<file path="config.mk">
export PLATFORM = sky130hd
export DESIGN_NAME = asbp_ctrl
export DESIGN_NICKNAME = d
export VERILOG_FILES = /design/src/rtl/asbp_pkg.sv /design/src/rtl/asbp_ctrl.sv
export SDC_FILE = /design/constraint.sdc
export NUM_CORES = 1
export LEC_CHECK = 0
export BUFFER_PORTS_ARGS = -buffer_cell sky130_fd_sc_hd__buf_2
export CORE_ASPECT_RATIO = 2
export CORE_MARGIN = 1
export CORE_UTILIZATION = 54
export DETAILED_ROUTE_END_ITERATION = 7
export GPL_TIMING_DRIVEN = 0
export PLACE_DENSITY = 0.83
export SYNTH_ARGS = -nofsm -noshare
export SYNTH_HDL_FRONTEND = slang
export SYNTH_SLANG_ARGS = --single-unit
</file>
<file path="constraint.sdc">
create_clock -name clk -period 3.1 [get_ports clk]
set_input_delay 0.155 -clock clk [delete_from_list [all_inputs] [get_ports clk]]
set_output_delay 0.155 -clock clk [all_outputs]
set_load 0.03 [all_outputs]
</file>
<file path="src/rtl/asbp_pkg.sv">
// package: constants for the asynchronous sram byte-port host controller
// Operation
// device selected only with low-active select low, high-active select high.
// internal write is the overlap of strobe, select and a byte gate.
// host holds write data stable around the edge that ends the write.
// strobe-only write with output gate low lasts float time plus setup.
// device floats data when deselected, output gate high or lane gate high.
// host keeps write strobe high for the whole of any read.
// selected with gates low, device shows new data per address change.
// host presents a valid address no later than select going active.
// host drives select inputs to definite high or low, never mid-level.
// device powers down when deselected or both byte gates are high.
// lower gate covers bits 0 to 7, upper gate bits 8 to 15.
// during a write device ignores output gate and keeps drivers off.
package asbp_pkg;
    localparam int ADDR_W = 18;
    localparam int DATA_W = 16;
    localparam int CLK_PERIOD_NS = 10;
    // timing figures in ns
    localparam int READ_CYCLE_NS = 45;
    localparam int ADDR_TO_DATA_NS = 45;
    localparam int WRITE_PULSE_NS = 35;
    localparam int write_to_float_time = 18;
    localparam int data_setup_time = 25;
    localparam int DATA_HOLD_NS = 0;
    localparam int OE_TO_FLOAT_NS = 18;
    // least times round up to whole cycles, at least one
    function automatic int ns_min(input int ns);
        int c;
        c = (ns + CLK_PERIOD_NS - 1) / CLK_PERIOD_NS;
        return (c < 1) ? 1 : c;
    endfunction : ns_min
    localparam int SETUP_CYC = 1;
    // two extra cycles: the pin passes two flops before it is taken
    localparam int READ_CYC = ns_min(ADDR_TO_DATA_NS) + 2;
    localparam int WPULSE_A = ns_min(write_to_float_time + data_setup_time);
    localparam int WPULSE_B = ns_min(WRITE_PULSE_NS);
    localparam int WRITE_CYC = (WPULSE_A > WPULSE_B) ? WPULSE_A : WPULSE_B;
    localparam int HOLD_CYC = ns_min(DATA_HOLD_NS);
    localparam int TURN_CYC = ns_min(OE_TO_FLOAT_NS);
    localparam logic [3:0] CNT_ZERO = 4'h0;
    localparam logic [1:0] LANES_OFF = 2'h3;

    typedef enum logic [2:0] {
        ASBP_IDLE = 3'b000,
        ASBP_SETUP = 3'b001,
        ASBP_READ = 3'b010,
        ASBP_WRITE = 3'b011,
        ASBP_HOLD = 3'b100,
        ASBP_TURN = 3'b101
    } asbp_state_t;
endpackage : asbp_pkg

</file>
<file path="src/rtl/asbp_ctrl.sv">
// host-side controller driving an asynchronous 16-bit byte-lane sram
`timescale 1ns/1ps
module asbp_ctrl (
    input wire logic clk,
    input wire logic rst,
    // user request side
    input wire logic req_valid,
    input wire logic req_write,
    input wire logic [asbp_pkg::ADDR_W-1:0] req_addr,
    input wire logic [asbp_pkg::DATA_W-1:0] req_wdata,
    input wire logic [1:0] req_lanes,
    output logic req_ready,
    output logic rsp_valid,
    output logic [asbp_pkg::DATA_W-1:0] rsp_rdata,
    // memory pins
    output logic [asbp_pkg::ADDR_W-1:0] mem_addr,
    output logic chip_select_low_active,
    output logic chip_select_high_active,
    output logic write_strobe_n,
    output logic output_gate_n,
    output logic upper_byte_gate_n,
    output logic lower_byte_gate_n,
    input wire logic [asbp_pkg::DATA_W-1:0] mem_dq_in,
    output logic [asbp_pkg::DATA_W-1:0] mem_dq_out,
    output logic [1:0] mem_dq_oe
);
    import asbp_pkg::*;

    // ------------------------------------------------------------
    // pin input synchroniser
    // ------------------------------------------------------------
    logic [DATA_W-1:0] dq_meta;
    logic [DATA_W-1:0] dq_sync;
    always_ff @(posedge clk) begin
        dq_meta <= mem_dq_in;
        dq_sync <= dq_meta;
    end

    // ------------------------------------------------------------
    // sequencer
    // ------------------------------------------------------------
    asbp_state_t state, next_state;
    logic [3:0] cnt, next_cnt;
    logic is_write, next_is_write;
    logic [1:0] lanes, next_lanes;
    logic [DATA_W-1:0] wdata, next_wdata;

    logic next_req_ready, next_rsp_valid;
    logic [DATA_W-1:0] next_rsp_rdata;
    logic [ADDR_W-1:0] next_mem_addr;
    logic next_cs_l, next_cs_h, next_we_n, next_oe_n;
    logic next_ub_n, next_lb_n;
    logic [DATA_W-1:0] next_dq_out;
    logic [1:0] next_dq_oe;

    // lane gates are active low, lane 0 is the lower byte
    function automatic logic [1:0] gates_n(input logic [1:0] l);
        return ~l;
    endfunction : gates_n

    always_comb begin
        next_state = state;
        next_cnt = cnt;
        next_is_write = is_write;
        next_lanes = lanes;
        next_wdata = wdata;
        next_req_ready = 1'b0;
        next_rsp_valid = 1'b0;
        next_rsp_rdata = rsp_rdata;
        next_mem_addr = mem_addr;
        // idle: fully deselected at definite levels
        next_cs_l = 1'b1;
        next_cs_h = 1'b0;
        next_we_n = 1'b1;
        next_oe_n = 1'b1;
        next_ub_n = 1'b1;
        next_lb_n = 1'b1;
        next_dq_out = mem_dq_out;
        next_dq_oe = 2'b00;
        case (state)
            ASBP_IDLE: begin
                next_req_ready = 1'b1;
                if (req_valid && req_ready) begin
                    next_req_ready = 1'b0;
                    next_is_write = req_write;
                    next_lanes = req_lanes;
                    next_wdata = req_wdata;
                    // address placed one cycle ahead of select
                    next_mem_addr = req_addr;
                    next_cnt = 4'(SETUP_CYC - 1);
                    next_state = ASBP_SETUP;
                end
            end
            ASBP_SETUP: begin
                next_cs_l = 1'b0;
                next_cs_h = 1'b1;
                {next_ub_n, next_lb_n} = gates_n(lanes);
                if (is_write) begin
                    // strobe falls with select on the same edge; data driven from the start
                    next_we_n = 1'b0;
                    next_dq_out = wdata;
                    next_dq_oe = lanes;
                    next_cnt = 4'(WRITE_CYC - 1);
                    next_state = ASBP_WRITE;
                end else begin
                    next_oe_n = 1'b0;
                    next_cnt = 4'(READ_CYC - 1);
                    next_state = ASBP_READ;
                end
            end
            ASBP_READ: begin
                // strobe stays high throughout
                next_we_n = 1'b1;
                next_cs_l = 1'b0;
                next_cs_h = 1'b1;
                next_oe_n = 1'b0;
                {next_ub_n, next_lb_n} = gates_n(lanes);
                if (cnt == CNT_ZERO) begin
                    // two cycles of slack cover the synchroniser delay
                    for (int i = 0; i < 2; i++) begin
                        next_rsp_rdata[i*8 +: 8] =
                            lanes[i] ? dq_sync[i*8 +: 8] : 8'h00;
                    end
                    next_rsp_valid = 1'b1;
                    next_cnt = 4'(TURN_CYC - 1);
                    next_state = ASBP_TURN;
                    next_cs_l = 1'b1;
                    next_cs_h = 1'b0;
                    next_oe_n = 1'b1;
                    next_ub_n = 1'b1;
                    next_lb_n = 1'b1;
                end else begin
                    next_cnt = cnt - 4'h1;
                end
            end
            ASBP_WRITE: begin
                next_cs_l = 1'b0;
                next_cs_h = 1'b1;
                {next_ub_n, next_lb_n} = gates_n(lanes);
                next_dq_oe = lanes;
                if (cnt == CNT_ZERO) begin
                    // strobe rises first and ends the write; data held
                    next_we_n = 1'b1;
                    next_cnt = 4'(HOLD_CYC - 1);
                    next_state = ASBP_HOLD;
                end else begin
                    // pulse covers float time plus data setup
                    next_we_n = 1'b0;
                    next_cnt = cnt - 4'h1;
                end
            end
            ASBP_HOLD: begin
                // data still driven one cycle past the terminating edge
                next_dq_oe = 2'b00;
                next_rsp_valid = 1'b1;
                next_state = ASBP_IDLE;
                next_req_ready = 1'b1;
            end
            ASBP_TURN: begin
                // let the device release the bus before any new drive
                if (cnt == CNT_ZERO) begin
                    next_state = ASBP_IDLE;
                    next_req_ready = 1'b1;
                end else begin
                    next_cnt = cnt - 4'h1;
                end
            end
            default: begin
                next_state = ASBP_IDLE;
            end
        endcase
    end

    always_ff @(posedge clk) begin
        if (rst) begin
            state <= ASBP_IDLE;
            cnt <= CNT_ZERO;
            is_write <= 1'b0;
            lanes <= 2'h0;
            wdata <= '0;
            req_ready <= 1'b0;
            rsp_valid <= 1'b0;
            rsp_rdata <= '0;
            mem_addr <= '0;
            chip_select_low_active <= 1'b1;
            chip_select_high_active <= 1'b0;
            write_strobe_n <= 1'b1;
            output_gate_n <= 1'b1;
            upper_byte_gate_n <= LANES_OFF[1];
            lower_byte_gate_n <= LANES_OFF[0];
            mem_dq_out <= '0;
            mem_dq_oe <= 2'b00;
        end else begin
            state <= next_state;
            cnt <= next_cnt;
            is_write <= next_is_write;
            lanes <= next_lanes;
            wdata <= next_wdata;
            req_ready <= next_req_ready;
            rsp_valid <= next_rsp_valid;
            rsp_rdata <= next_rsp_rdata;
            mem_addr <= next_mem_addr;
            chip_select_low_active <= next_cs_l;
            chip_select_high_active <= next_cs_h;
            write_strobe_n <= next_we_n;
            output_gate_n <= next_oe_n;
            upper_byte_gate_n <= next_ub_n;
            lower_byte_gate_n <= next_lb_n;
            mem_dq_out <= next_dq_out;
            mem_dq_oe <= next_dq_oe;
        end
    end
endmodule : asbp_ctrl

</file>
==> summary.txt <==
Outcome
  – Outcome: finished, final reports clean

Die
  – Die ar.: roughly 7600 µm²
  – Core ar.: 6990 µm²
  – Die H: around 120 µm
  – # IOs: roughly 120
  – Initial Util: between 50% and 60%
  – Chip Width: slightly above 60 µm
  – Cell Rows: 43

Critical path
  – Worst-path maximum fanout: 10
  – Arrival time at the worst endpoint: around 2200 ps
  – RR Startpoint: cnt[0]$_SDFFE_PP0P_
  – Worst Path Class, Setup: register to register
  – Crit end category: register
  – FF-to-FF End: rsp_rdata[8]$_SDFFE_PP0P_
  – Worst r2r path cells: 6
  – Worst setup SP type: register
  – Worst reg2reg setup slack: 1240 ps
  – CP required: between 3000 and 4000 ps
  – Crit path from: cnt[0]$_SDFFE_PP0P_
  – CP endpoint: rsp_rdata[8]$_SDFFE_PP0P_

Clock tree
  – Inserted Clock Buffers: 17
  – CTS Sinks: between 100 and 150
  – Root Driver: clkbuf_16
  – Clk buf depth: 2
  – TritonCTS clock tree: done
  – Clock Pin Slew Worst Setup and Hold Paths: approximately 50 ps
  – CTS resizes: 0
  – Setup bufs post-CTS: 0
  – CTS HTree Levels: 4
  – Clock latency on the worst-skew pair: 400 ps

Finish
  – Final net count: just under 600
  – FILL cells: 440
  – Final instance area: about 5600 µm²
  – Area of the multi-input gates: 1390 µm²
  – Layout overhead on the synthesized area: 42.6%
  – Layout cells sized above 1: between 20% and 30%
  – N_diodes: 0
  – Post-Route Utilization: 80.1%
  – Register area: around 2400 µm²

Synth
  – FF+latch count, synth: 118
  – Post-Synthesis Cell Area: around 3900 µm²
  – Synthesized instance count: between 300 and 400
  – Syn Nets: around 420
  – Sequential share of the synthesized area: between 60% and 70%
  – Yosys cell types: 42
  – Avg Inst Size Synth: between 10 and 15 µm²
  – Main area contributors after synthesis: dfxtp_1 60%, mux2i_1 9.9%, nor2_1 4.2%, nand2_1 3.9%, a22o_1 3.6%
  – Yosys warning total: 0
  – Synth top area share: about three fifths
  – Cell type contributing the most total cell area after synthesis: dfxtp_1
  – Synth async-reset ratio: 0%
  – Ys flop type: dfxtp_1
  – Post-synth EDFFs: 0

Routing
  – Vias per cell: roughly 5.2
  – Routed WL: ~9500 µm
  – Vias: 3,319
  – Initial drt markers: roughly 140
  – Antenna viol nets, final: 0
  – DRC viols: 0
  – First-pass detailed-route iteration total: 4
  – DR WL/cell: between 10 and 15 µm

STA
  – Clk_skew: ~9.3 ps
  – FMAX: 0.536 GHz
  – Hold slack: 15.2 ps
  – Worst-Margin Slew: 541 ps
  – Hold Vio Cnt, Final: 0
  – Minimum clock period after layout: approximately 1900 ps
  – Rel. slew slack: ~64%
  – Final setup fails: 0
  – RSZ-0062 raised after global routing: false
  – Setup TNS Final: 0 ps
  – Crit share post-route: 60.2%
  – Max-slew violation count: 0

Place
  – GPL Wtd Cong: roughly 0.87
  – Detailed Place HPWL: a little under 6000 µm
  – Port bufs: 114
  – Post-DP Area: between 4000 and 5000 µm²

GRT
  – First-pass GRT wire length: around 15,000 µm
  – Largest net degree at the start of global routing: 17
  – Grt ovf: 0
  – Vias in the first global route: about 3,400
  – Gr usage total: a little over a quarter
  – Initial antenna violation count: 0

Hold path
  – Worst hold path type: input pin to register
  – Worst Hold Launch: req_lanes[0]

Power and ir drop
  – PwrDens: around 830 nW/µm²
  – Leakage power: between 0.002 and 0.0025 µW
  – Worst IR Drop VDD: ~0.00073 V

Flow run
  – Maxcap violations: 0
## metal layers
| layer | global-route usage, % | up-vias | routed length (µm) | share of wire [%] |
|---|---|---|---|---|
| li1 | - | 1582 | - | - |
| met1 | 24.4 | 1549 | 3410 | 36 |
| met2 | 50.0 | 161 | 5220 | 55 |
| met3 | 10.0 | 27 | 606 | 6.4 |
| met4 | 15.8 | 0 | 273 | 2.9 |
| met5 | 0 | - | 0 | 0 |
## critical path: stages, from the launching register on
cell and delay (ps):
dfxtp_1 420, inv_1 90, ha_1 210, nor3b_2 180
a31oi_2 410, buf_2 310, a22o_1 180
## cell usage after synthesis, drive strengths merged (3+ instances only)
library cell,instances
a31oi,4
nand2b,3
nor4b,3
nand2,42
mux2i,39
dfxtp,118
nor3b,3
a22o,16
inv,5
nor3,5
clkbuf,9
o21ai,4
buf,14
nor2,44
a21oi,25
## layout make-up
| type | count | area share [%] |
|---|---|---|
| multi-input cells | 212 | 24.8 |
| repair buffers | 160 | 18.4 |
| plain buffers | 23 | 2.86 |
| inverters | 5 | 0.335 |
| well taps | 90 | 2.01 |
| clock buffers | 26 | 9.09 |
| clock inverters | 4 | 0.357 |
| flip-flops and latches | 118 | 42.2 |
## power by group
group	switching [µW]	internal, µW	leakage [µW]
Combinational	677	474	0.00119
Sequential	96.1	1680	0.000967
Clock	595	1110	0.000266
Total	1370	3260	0.00242
## layout by cell type, fill, tap and decap left out, types with 2 or more instances in the layout
cell	count
clkinv_2	4
a211oi_1	2
nand2_1	41
clkbuf_8	5
buf_6	3
a21oi_1	25
nand3b_1	2
buf_4	3
o211ai_1	2
inv_1	5
dlygate4sd3_1	46
ha_1	2
a22o_1	16
nor3_1	5
a31oi_1	3
nor4b_4	2
clkbuf_16	17
buf_8	3
clkbuf_1	13
nand2b_1	2
mux2i_1	39
dfxtp_1	118
and2_1	2
o22ai_1	2
buf_2	119
o21ai_0	4
nor2_1	44
## state kept, by name (all words and copies together), names as in the netlist, 3 cells and up
register    count
dq_sync        16
cnt             4
mem_addr       18
mem_dq_out     16
dq_meta        16
rsp_rdata      16
state           3
wdata          16
## repair_timing
item | CTS | global route
endpoints found under the hold margin | 46 | 0
hold buffers | 46 | 0
setup endpoints to repair | 0 | 0
## how the worst min path moves through the flow
| stage | endpoint | cells past startpoint |
|---|---|---|
| 6_report | lanes[0]$_SDFFE_PP0P_ | 3 |
| 5_1_grt | wdata[6]$_SDFFE_PP0P_ | 3 |
| 4_1_cts | mem_addr[15]$_SDFFE_PP0P_ | 3 |
| 3_5_place_dp | dq_meta[3]$_DFF_P_ | 1 |
| 3_3_place_gp | dq_meta[4]$_DFF_P_ | 1 |
| 2_1_floorplan | dq_meta[0]$_DFF_P_ | 0 |
## logic make-up (layout without fill, tap and decap cells)
family | count (synthesis) | after routing | synth area share, %
xor+xnor | 1 | 1 | 0.223
buf+inv | 28 | 218 | 4.55
mux | 40 | 40 | 10.2
flops | 118 | 118 | 60.1
compound gates | 60 | 60 | 10.2
fa+ha+maj | 2 | 2 | 0.637
simple gates | 109 | 109 | 14.1
## metrics by stage
step	setup slack [ps]	total power, µW	std cells
2_1_floorplan	1520	2620	358
4_1_cts	1200	4620	638
3_5_place_dp	1260	2870	562
5_1_grt	1070	4840	638
3_3_place_gp	1290	2840	562
6_report	1240	4630	638
No activity file was read; power rests on OpenSTA's default activity.
